===== src/fse_defines.vh =====
// constants for the flash sector erase, interrupt and security sequencer
`ifndef FSE_DEFINES_VH
`define FSE_DEFINES_VH
// register word addresses
`define FSE_A_STAT      4'h0
`define FSE_A_CFG       4'h1
`define FSE_A_ERRCFG    4'h2
`define FSE_A_ERRSTAT   4'h3
`define FSE_A_INDEX     4'h4
`define FSE_A_PARAM     4'h5
`define FSE_A_SEC       4'h6
`define FSE_A_KEY       4'h7
`define FSE_A_KEYGO     4'h8
`define FSE_A_MODE      4'h9
// status register bits
`define FSE_ST_COMMAND_COMPLETE_FLAG     7
`define FSE_ST_ACCESS_ERROR_FLAG   5
`define FSE_ST_PROTECTION_VIOLATION_FLAG   4
`define FSE_ST_MG1      1
`define FSE_ST_MG0      0
// error register bits
`define FSE_ER_DFD      1
`define FSE_ER_SFD      0
// command codes and slot indices
`define FSE_CMD_ERASE   8'h12
`define FSE_IDX_CMD     3'h0
`define FSE_IDX_ADDR    3'h1
// security values
`define FSE_SEC_UNSEC   2'h2
`define FSE_SEC_SECURE  2'h3
`define FSE_BACKDOOR_KEY_ENABLE_ON    2'h2
`define FSE_KEY_ZERO    16'h0000
`define FSE_KEY_ONES    16'hFFFF
// configuration field address of the security byte
`define FSE_SECBYTE_ADR 18'h3FF0F
// timing
`define FSE_ERASE_CYC   16'h0040
`define FSE_VERIFY_CYC  16'h0010
`define FSE_INIT_CYC    8'h08
`endif


===== src/fse_sequencer.v =====
// data-array sector erase sequencer with interrupts, stop handling and security
// Overview of operation
// - clearing complete flag launches erase, then verify, then flag sets
// - index not 001 at launch sets access error, no erase
// - command unavailable in current mode or security sets access error
// - invalid 18-bit address or odd address sets access error
// - protected sector sets protection violation, no erase
// - verify errors set upper status bit, uncorrectable errors lower bit
// - command irq when complete flag and its enable both set
// - error irq from double or single fault flag with its enable
// - wait mode changes nothing; command irq can wake the system
// - stop request held off until a running command finishes
// - security register loaded from security byte during reset
// - new security byte only takes effect after next reset
// - four matching keys with keys enabled force security to 10
// - key words 0x0000 and 0xFFFF never match
// - array reads invalid while key verify runs
// - a wrong key locks out key verify until reset
// - key verify changes only the live security state
// - special single-chip erase-verify finding all erased unsecures
// - complete flag clear during reset sequence; parameter writes ignored
// - reset aborts any running command at once
`timescale 1ns/10ps
`include "fse_defines.vh"
module fse_sequencer #(
    parameter ERASE_CYC  = `FSE_ERASE_CYC,
    parameter VERIFY_CYC = `FSE_VERIFY_CYC
) (
    // clock and reset
    input  wire        CLK_IN,
    input  wire        RST_IN,
    // register port
    input  wire [3:0]  ADDR_IN,
    input  wire [15:0] WDATA_IN,
    input  wire        WR_IN,
    input  wire        RD_IN,
    output reg  [15:0] RDATA_OUT,
    // array back end
    input  wire [7:0]  SECBYTE_IN,
    input  wire [63:0] STORED_KEYS_IN,
    input  wire        ADDR_VALID_IN,
    input  wire        SECTOR_PROT_IN,
    input  wire        VERIFY_ERR_IN,
    input  wire        VERIFY_NCERR_IN,
    input  wire        ALL_ERASED_IN,
    input  wire        READ_SFD_IN,
    input  wire        READ_DFD_IN,
    output reg         ERASE_BUSY_OUT,
    output reg         VERIFY_BUSY_OUT,
    output reg  [17:0] ERASE_ADDR_OUT,
    output reg         READ_INVALID_OUT,
    // system modes
    input  wire        SPECIAL_MODE_IN,
    input  wire        STOP_REQ_IN,
    output reg         STOP_ACK_OUT,
    output reg         SECURED_OUT,
    // interrupt requests
    output reg         CMD_IRQ_OUT,
    output reg         ERR_IRQ_OUT
);

    localparam ST_INIT   = 3'h0;
    localparam ST_IDLE   = 3'h1;
    localparam ST_ERASE  = 3'h2;
    localparam ST_VERIFY = 3'h3;
    localparam ST_KEY    = 3'h4;

    reg [2:0]  state_r;
    reg [15:0] cnt_r;
    reg        command_complete_flag_r;
    reg        access_error_flag_r;
    reg        protection_violation_flag_r;
    reg        mg1_r;
    reg        mg0_r;
    reg        command_complete_irq_enable_r;
    reg        double_fault_irq_enable_r;
    reg        single_fault_irq_enable_r;
    reg        dfd_r;
    reg        sfd_r;
    reg [2:0]  index_r;
    reg [15:0] param0_r;
    reg [15:0] param1_r;
    reg [1:0]  sec_r;
    reg [1:0]  backdoor_key_enable_r;
    reg [63:0] keys_r;
    reg        key_lock_r;
    reg        was_special_r;

    // write select for one register word
    function wr_sel;
        input       wr;
        input [3:0] adr;
        input [3:0] target;
        begin
            wr_sel = wr && (adr == target);
        end
    endfunction

    wire wr_stat    = wr_sel(WR_IN, ADDR_IN, `FSE_A_STAT);
    wire wr_cfg     = wr_sel(WR_IN, ADDR_IN, `FSE_A_CFG);
    wire wr_errcfg  = wr_sel(WR_IN, ADDR_IN, `FSE_A_ERRCFG);
    wire wr_errstat = wr_sel(WR_IN, ADDR_IN, `FSE_A_ERRSTAT);
    wire wr_index   = wr_sel(WR_IN, ADDR_IN, `FSE_A_INDEX);
    wire wr_param   = wr_sel(WR_IN, ADDR_IN, `FSE_A_PARAM);
    wire wr_key     = wr_sel(WR_IN, ADDR_IN, `FSE_A_KEY);
    wire wr_keygo   = wr_sel(WR_IN, ADDR_IN, `FSE_A_KEYGO);
    wire launch    = wr_stat && command_complete_flag_r && WDATA_IN[`FSE_ST_COMMAND_COMPLETE_FLAG];
    wire param_ok  = command_complete_flag_r && (state_r == ST_IDLE);
    wire [17:0] gaddr = {param0_r[1:0], param1_r};
    wire secured   = (sec_r != `FSE_SEC_UNSEC);

    // launch checks: any one of them refuses the erase
    wire bad_code  = (param0_r[15:8] != `FSE_CMD_ERASE);
    wire bad_index = (index_r != `FSE_IDX_ADDR);
    wire bad_mode  = secured && !SPECIAL_MODE_IN;
    wire bad_addr  = !ADDR_VALID_IN || param1_r[0];

    // key word is acceptable and equal to the stored word
    function key_ok;
        input [15:0] pres;
        input [15:0] stor;
        begin
            key_ok = (pres != `FSE_KEY_ZERO) && (pres != `FSE_KEY_ONES)
                     && (pres == stor);
        end
    endfunction

    wire [3:0] key_hit;
    genvar g;
    generate
        for (g = 0; g < 4; g = g + 1) begin : g_key
            assign key_hit[g] = key_ok(keys_r[16*g +: 16], STORED_KEYS_IN[16*g +: 16]);
        end
    endgenerate

    wire [15:0] stat_word = {8'h00, command_complete_flag_r, 1'b0, access_error_flag_r, protection_violation_flag_r, 2'h0, mg1_r, mg0_r};

    // fault flags: set wins over a clear in the same cycle, so no fault is lost
    always @(posedge CLK_IN or posedge RST_IN) begin
        if (RST_IN) begin
            dfd_r <= 1'b0;
            sfd_r <= 1'b0;
        end else begin
            if (READ_DFD_IN) begin
                dfd_r <= 1'b1;
            end else if (wr_errstat && WDATA_IN[`FSE_ER_DFD]) begin
                dfd_r <= 1'b0;
            end
            if (READ_SFD_IN) begin
                sfd_r <= 1'b1;
            end else if (wr_errstat && WDATA_IN[`FSE_ER_SFD]) begin
                sfd_r <= 1'b0;
            end
        end
    end

    // interrupt enables
    always @(posedge CLK_IN or posedge RST_IN) begin
        if (RST_IN) begin
            command_complete_irq_enable_r  <= 1'b0;
            double_fault_irq_enable_r <= 1'b0;
            single_fault_irq_enable_r <= 1'b0;
        end else begin
            if (wr_cfg) begin
                command_complete_irq_enable_r <= WDATA_IN[0];
            end
            if (wr_errcfg) begin
                double_fault_irq_enable_r <= WDATA_IN[`FSE_ER_DFD];
                single_fault_irq_enable_r <= WDATA_IN[`FSE_ER_SFD];
            end
        end
    end

    // command parameters and presented keys
    always @(posedge CLK_IN or posedge RST_IN) begin
        if (RST_IN) begin
            index_r  <= 3'h0;
            param0_r <= 16'h0000;
            param1_r <= 16'h0000;
            keys_r   <= 64'h0;
        end else begin
            if (param_ok && wr_index) begin
                index_r <= WDATA_IN[2:0];
            end
            if (param_ok && wr_param) begin
                if (index_r == `FSE_IDX_CMD) begin
                    param0_r <= WDATA_IN;
                end
                if (index_r == `FSE_IDX_ADDR) begin
                    param1_r <= WDATA_IN;
                end
            end
            // only the low two index bits pick a key slot, higher slots alias
            if (param_ok && wr_key) begin
                keys_r[16*index_r[1:0] +: 16] <= WDATA_IN;
            end
        end
    end

    always @(posedge CLK_IN or posedge RST_IN) begin
        if (RST_IN) begin
            state_r       <= ST_INIT;
            cnt_r         <= 16'h0000;
            command_complete_flag_r        <= 1'b0;
            access_error_flag_r      <= 1'b0;
            protection_violation_flag_r      <= 1'b0;
            mg1_r         <= 1'b0;
            mg0_r         <= 1'b0;
            sec_r         <= `FSE_SEC_SECURE;
            backdoor_key_enable_r       <= 2'h0;
            ERASE_ADDR_OUT <= 18'h00000;
            key_lock_r    <= 1'b0;
            was_special_r <= 1'b0;
        end else begin
            // error flags clear only while idle, so a running command keeps its status
            if (wr_stat && command_complete_flag_r) begin
                if (WDATA_IN[`FSE_ST_ACCESS_ERROR_FLAG]) begin
                    access_error_flag_r <= 1'b0;
                end
                if (WDATA_IN[`FSE_ST_PROTECTION_VIOLATION_FLAG]) begin
                    protection_violation_flag_r <= 1'b0;
                end
            end
            case (state_r)
                ST_INIT: begin
                    sec_r         <= SECBYTE_IN[1:0];
                    backdoor_key_enable_r       <= SECBYTE_IN[7:6];
                    was_special_r <= SPECIAL_MODE_IN;
                    cnt_r         <= cnt_r + 16'h0001;
                    if (cnt_r[7:0] == `FSE_INIT_CYC) begin
                        if (SPECIAL_MODE_IN && ALL_ERASED_IN) begin
                            sec_r <= `FSE_SEC_UNSEC;
                        end
                        command_complete_flag_r <= 1'b1;
                        state_r <= ST_IDLE;
                        cnt_r <= 16'h0000;
                    end
                end
                ST_IDLE: begin
                    if (launch && !access_error_flag_r && !protection_violation_flag_r) begin
                        mg1_r <= 1'b0;
                        mg0_r <= 1'b0;
                        if (bad_code || bad_index || bad_mode || bad_addr)
                            access_error_flag_r <= 1'b1;
                        else if (SECTOR_PROT_IN)
                            protection_violation_flag_r <= 1'b1;
                        else begin
                            command_complete_flag_r         <= 1'b0;
                            ERASE_ADDR_OUT <= gaddr;
                            cnt_r          <= 16'h0000;
                            state_r        <= ST_ERASE;
                        end
                    end else if (wr_keygo && command_complete_flag_r) begin
                        if (backdoor_key_enable_r != `FSE_BACKDOOR_KEY_ENABLE_ON || key_lock_r)
                            access_error_flag_r <= 1'b1;
                        else begin
                            command_complete_flag_r  <= 1'b0;
                            state_r <= ST_KEY;
                        end
                    end
                end
                ST_ERASE: begin
                    cnt_r <= cnt_r + 16'h0001;
                    if (cnt_r == ERASE_CYC[15:0] - 16'h0001) begin
                        cnt_r   <= 16'h0000;
                        state_r <= ST_VERIFY;
                    end
                end
                ST_VERIFY: begin
                    cnt_r <= cnt_r + 16'h0001;
                    if (VERIFY_ERR_IN) begin
                        mg1_r <= 1'b1;
                    end
                    if (VERIFY_NCERR_IN) begin
                        mg0_r <= 1'b1;
                    end
                    if (cnt_r == VERIFY_CYC[15:0] - 16'h0001) begin
                        command_complete_flag_r  <= 1'b1;
                        state_r <= ST_IDLE;
                    end
                end
                ST_KEY: begin
                    // the compare takes one cycle; array reads are flagged invalid for it
                    // unsecure on full match
                    if (&key_hit)
                        sec_r <= `FSE_SEC_UNSEC;
                    else begin
                        key_lock_r <= 1'b1;
                        access_error_flag_r   <= 1'b1;
                    end
                    command_complete_flag_r  <= 1'b1;
                    state_r <= ST_IDLE;
                end
                default: state_r <= ST_IDLE;
            endcase
        end
    end

    // read data for the addressed word; the register below makes it stand one cycle
    reg [15:0] rdata_nxt;
    always @* begin
        rdata_nxt = 16'h0000;
        if (RD_IN) begin
            case (ADDR_IN)
                `FSE_A_STAT:    rdata_nxt = stat_word;
                `FSE_A_CFG:     rdata_nxt = {15'h0000, command_complete_irq_enable_r};
                `FSE_A_ERRCFG:  rdata_nxt = {14'h0000, double_fault_irq_enable_r, single_fault_irq_enable_r};
                `FSE_A_ERRSTAT: rdata_nxt = {14'h0000, dfd_r, sfd_r};
                `FSE_A_INDEX:   rdata_nxt = {13'h0000, index_r};
                `FSE_A_PARAM:   rdata_nxt = (index_r == `FSE_IDX_CMD) ? param0_r
                                                                      : param1_r;
                `FSE_A_SEC:     rdata_nxt = {8'h00, backdoor_key_enable_r, 4'h0, sec_r};
                `FSE_A_MODE:    rdata_nxt = {14'h0000, key_lock_r, was_special_r};
                default:        rdata_nxt = 16'h0000;
            endcase
        end
    end

    // registered outputs
    always @(posedge CLK_IN or posedge RST_IN) begin
        if (RST_IN) begin
            RDATA_OUT        <= 16'h0000;
            ERASE_BUSY_OUT   <= 1'b0;
            VERIFY_BUSY_OUT  <= 1'b0;
            READ_INVALID_OUT <= 1'b0;
            STOP_ACK_OUT     <= 1'b0;
            SECURED_OUT      <= 1'b1;
            CMD_IRQ_OUT      <= 1'b0;
            ERR_IRQ_OUT      <= 1'b0;
        end else begin
            RDATA_OUT       <= rdata_nxt;
            ERASE_BUSY_OUT  <= (state_r == ST_ERASE);
            VERIFY_BUSY_OUT <= (state_r == ST_VERIFY);
            READ_INVALID_OUT <= (state_r == ST_KEY);
            // nothing here depends on wait mode
            STOP_ACK_OUT <= STOP_REQ_IN && command_complete_flag_r;
            SECURED_OUT  <= secured;
            CMD_IRQ_OUT <= command_complete_flag_r && command_complete_irq_enable_r;
            ERR_IRQ_OUT <= (dfd_r && double_fault_irq_enable_r) || (sfd_r && single_fault_irq_enable_r);
        end
    end

endmodule


===== config.mk =====
export PLATFORM = sky130hd
export DESIGN_NAME = fse_sequencer
export DESIGN_NICKNAME = d
export VERILOG_FILES = /design/src/fse_sequencer.v
export VERILOG_INCLUDE_DIRS = /design/src
export SDC_FILE = /design/constraint.sdc
export NUM_CORES = 1
export LEC_CHECK = 0
export ABC_AREA = 1
export BUFFER_PORTS_ARGS = -buffer_cell sky130_fd_sc_hd__buf_2
export CAP_MARGIN = 25
export CORE_MARGIN = 4
export CORE_UTILIZATION = 45
export CTS_CLUSTER_SIZE = 8
export DETAILED_ROUTE_END_ITERATION = 12
export PLACE_DENSITY_LB_ADDON = 0.15
export SLEW_MARGIN = 20
export SYNTH_ARGS = -nofsm -noshare
export SYNTH_HDL_FRONTEND = slang
export SYNTH_SLANG_ARGS = --single-unit

===== constraint.sdc =====
create_clock -name CLK_IN -period 5.8 [get_ports CLK_IN]
set_input_delay 1.16 -clock CLK_IN [delete_from_list [all_inputs] [get_ports CLK_IN]]
set_output_delay 1.16 -clock CLK_IN [all_outputs]
set_load 0.005 [all_outputs]

==> out/results.tsv <==
metric	value	unit
crit path max fanout	32	
CP arrival	3.28	ns
vias in the first global route	8777	
Least-Margin Pin Slew	0.964	ns
Synth area leaders	dfrtp_1 (43%), nand2_1 (20%), nor2_1 (8.6%)	
share of cells above drive strength 1	12.8	%
routed wire length	29600	um
Final period util	50.8	%
die area	0.0249	mm^2
max-slew violations	0	
Setup crit start kind	flop	
slew margin rel.	35.8	%
Compound-Gate Fraction of Synth Area	9.40	%
Final HPWL DP	21900	um
unrepaired setup endpoints after global routing	false	
CTS resizes	0	
Post-Synth Simple-Gate Area	34.5	%
synth warn	0	
largest family of logic cells by synthesized area	simple AND/OR/NAND/NOR gates	
vias per inst	4.98	
First-pass DRT Iterations	5	
pre-CTS setup slack	2.39	ns
adder-cell area share of the yosys netlist	0.744	%
CTS Hold Bufs	0	
setup TNS	0	ns
post-synthesis mux area share	0	%
Hold WS	0.474	ns
ant diodes	0	
DR iter-0 viols	737	
syn nets	1602	
effective utilization at floorplan	46.0	%
CTS tree	yes	
synth-to-layout area growth	16.1	%
Skew-Pair Late Insertion Delay	0.43	ns
sequential-to-total area share from yosys stat	43.4	%
Root Buffer	clkbuf_16	
CTS Sinks	175	
post-synthesis xor/xnor area fraction	3.12	%
FMAX	0.339	GHz
routed vias	9546	
Rows	54	
skew final	0.00748	ns
Max stage delay on crit path	0.52	ns
Lkg Pwr	5.99	nW
final hold violation count	0	
Wirelength per Cell	15.4	um
outcome	finished, final reports clean	
Pwr Total	2.66	mW
Routability Congestion	0.916	
placed inst area	0.0110	mm^2
height of the die	158	um
Critical Path RT	6.13	ns
Die W	158	um
Tmin final	2.95	ns
Peak VDD IR	0.000174	V
Yosys top cell area share	42.6	%
filler instances	2192	
Avg Cell Area, Syn	6.77	um^2
clk slew on worst S/H paths	0.07	ns
placed cell count	1884	
Yosys cell types	37	
GRT Total Usage	24.2	%
Cells after Synth	1491	
Layout Nets	1736	
IO Pins	146	
CP Capture Type	flop	
cell accounting for the most synthesized area	dfrtp_1	
DRC	0	
CP max-delay cell	nand3_2	
Final WS setup	2.85	ns
design area	0.0117	mm^2
WS Path Type	reg -> reg	
Cell Pwr Density	227	mW/mm^2
Synth Cell Area	0.0101	mm^2
H-tree levels	4	
Core ar.	0.0220	mm^2
clk buf depth	2	
number of max-cap violations	0	
cts bufs inserted	17	
final core utilization	53.4	%
PortBufs	141	
crit path cell chain	inv_1 -> ha_1 -> nand2_1 -> inv_2 -> nand3_2 -> o21ai_0	
synthesized flop and latch total	175	
total grt overflow	0	
first-pass GRT wire length	46700	um
postcts setup bufs	0	
number of routed nets with antenna violations	0	
final setup fails	0	
initial antenna violation count	0	
Finished Layout Cells	1918	
pin count of the biggest net entering global routing	176	
path category of the worst min-delay check	reg -> reg	
-- area by class of cell --
type                    count  area [um^2]  area share [%]
clock buffers              20          467            3.98
clock inverters            12          170            1.45
inverters                 197          746            6.36
multi-input cells        1087         4830            41.2
flip-flops and latches    175         4380            37.4
well taps                 280          350            2.99
repair buffers            147          771            6.58
-- layer usage --
metal  wire [um]  vias to the layer above  part of all wire (%)  global-route usage, %
met5           0                        -                     0                      0
met4         701                        0                   2.4                   7.09
li1            -                     4884                     -                      -
met2       13700                      263                    46                   39.0
met1       13600                     4361                    46                   33.8
met3        1650                       38                   5.6                   3.83
-- report_power, final --
part / total, mW / internal (mW) / switching [mW]
Clock: 1.25 / 0.726 / 0.521
Sequential: 1.23 / 1.23 / 0.00362
Combinational: 0.179 / 0.0584 / 0.120
-- flip-flops by register name (all words and copies together), names as in the netlist, 2 cells and up --
signal and cells:
backdoor_key_enable_r 2, sec_r 2, keys_r 64, cnt_r 16, param0_r 16, state_r 3
param1_r 16, index_r 3, ERASE_ADDR_OUT 18, RDATA_OUT 16
-- placed cells by master, fill, tap and decap left out, types with 2 or more instances in the layout --
| cell | Yosys | routed |
|---|---|---|
| a21oi_1 | 23 | 23 |
| a22oi_1 | 2 | 2 |
| buf_2 | 13 | 141 |
| buf_4 | 3 | 4 |
| bufinv_16 | 0 | 3 |
| clkbuf_16 | 0 | 17 |
| clkbuf_8 | 0 | 3 |
| clkinv_4 | 0 | 2 |
| dfrtp_1 | 172 | 172 |
| dfstp_2 | 3 | 3 |
| ha_1 | 6 | 6 |
| inv_1 | 189 | 188 |
| inv_2 | 7 | 7 |
| inv_6 | 0 | 4 |
| inv_8 | 0 | 2 |
| nand2_1 | 525 | 525 |
| nand2_2 | 4 | 4 |
| nand3_1 | 66 | 64 |
| nand3_2 | 0 | 2 |
| nand4_1 | 15 | 15 |
| nor2_1 | 230 | 230 |
| nor2_2 | 2 | 2 |
| nor2_4 | 5 | 5 |
| nor3_1 | 13 | 13 |
| nor4_1 | 3 | 3 |
| o21ai_0 | 132 | 132 |
| o21ai_1 | 6 | 6 |
| o21bai_1 | 2 | 2 |
| o22ai_1 | 4 | 4 |
| o31ai_1 | 2 | 2 |
| o41ai_1 | 2 | 2 |
| xnor2_1 | 14 | 14 |
| xor2_1 | 22 | 22 |
-- critical path: cells and delay by family (launching register included) --
| kind | cells | cell delay, ns |
|---|---|---|
| buf+inv | 2 | 0.63 |
| compound gates | 1 | 0.37 |
| fa+ha+maj | 1 | 0.39 |
| flops | 1 | 0.48 |
| simple gates | 2 | 0.96 |
-- final timing paths --
check                                    end  depth (start not counted)  slack (ns)               from
min in group asynchronous  ERASE_ADDR_OUT[3]                          3        0.97             RST_IN
max in group asynchronous           cnt_r[9]                          3        4.13             RST_IN
min reg2reg                ERASE_ADDR_OUT[8]                          2        0.47  ERASE_ADDR_OUT[8]
min                        ERASE_ADDR_OUT[8]                          2        0.47  ERASE_ADDR_OUT[8]
max                              param0_r[6]                          6        2.85         index_r[0]
max reg2reg                      param0_r[6]                          6        2.85         index_r[0]
-- kinds of logic after synthesis --
family	Yosys count
buffers and inverters	229
xor gates and xnor gates	36
and+or+nand+nor	867
adders and majority gates	6
DFF	175
AOI/OAI and AO/OA	178
-- synth_stat cells --
| master | count |
|---|---|
| nor2_1 | 230 |
| nand3_1 | 66 |
| o21bai_1 | 2 |
| nor2_2 | 2 |
| a211oi_1 | 1 |
| inv_1 | 189 |
| xor2_1 | 22 |
| nor3_1 | 13 |
| a31oi_1 | 1 |
| o21ai_0 | 132 |
| buf_4 | 3 |
| o31ai_2 | 1 |
| o22ai_1 | 4 |
| and2_1 | 1 |
| nand3_4 | 1 |
| o31ai_1 | 2 |
| o41ai_1 | 2 |
| o21ai_1 | 6 |
| dfrtp_1 | 172 |
| a31oi_2 | 1 |
| nor4_1 | 3 |
| nand4_1 | 15 |
| clkbuf_1 | 16 |
| nor3_2 | 1 |
| nor2_4 | 5 |
| nor3b_2 | 1 |
| xnor2_1 | 14 |
| buf_2 | 13 |
| dfstp_2 | 3 |
| inv_2 | 7 |
| nand2_1 | 525 |
| inv_4 | 1 |
| nand2_2 | 4 |
| a21oi_1 | 23 |
| o41ai_2 | 1 |
| a22oi_1 | 2 |
| ha_1 | 6 |
No activity file was read; power rests on OpenSTA's default activity.
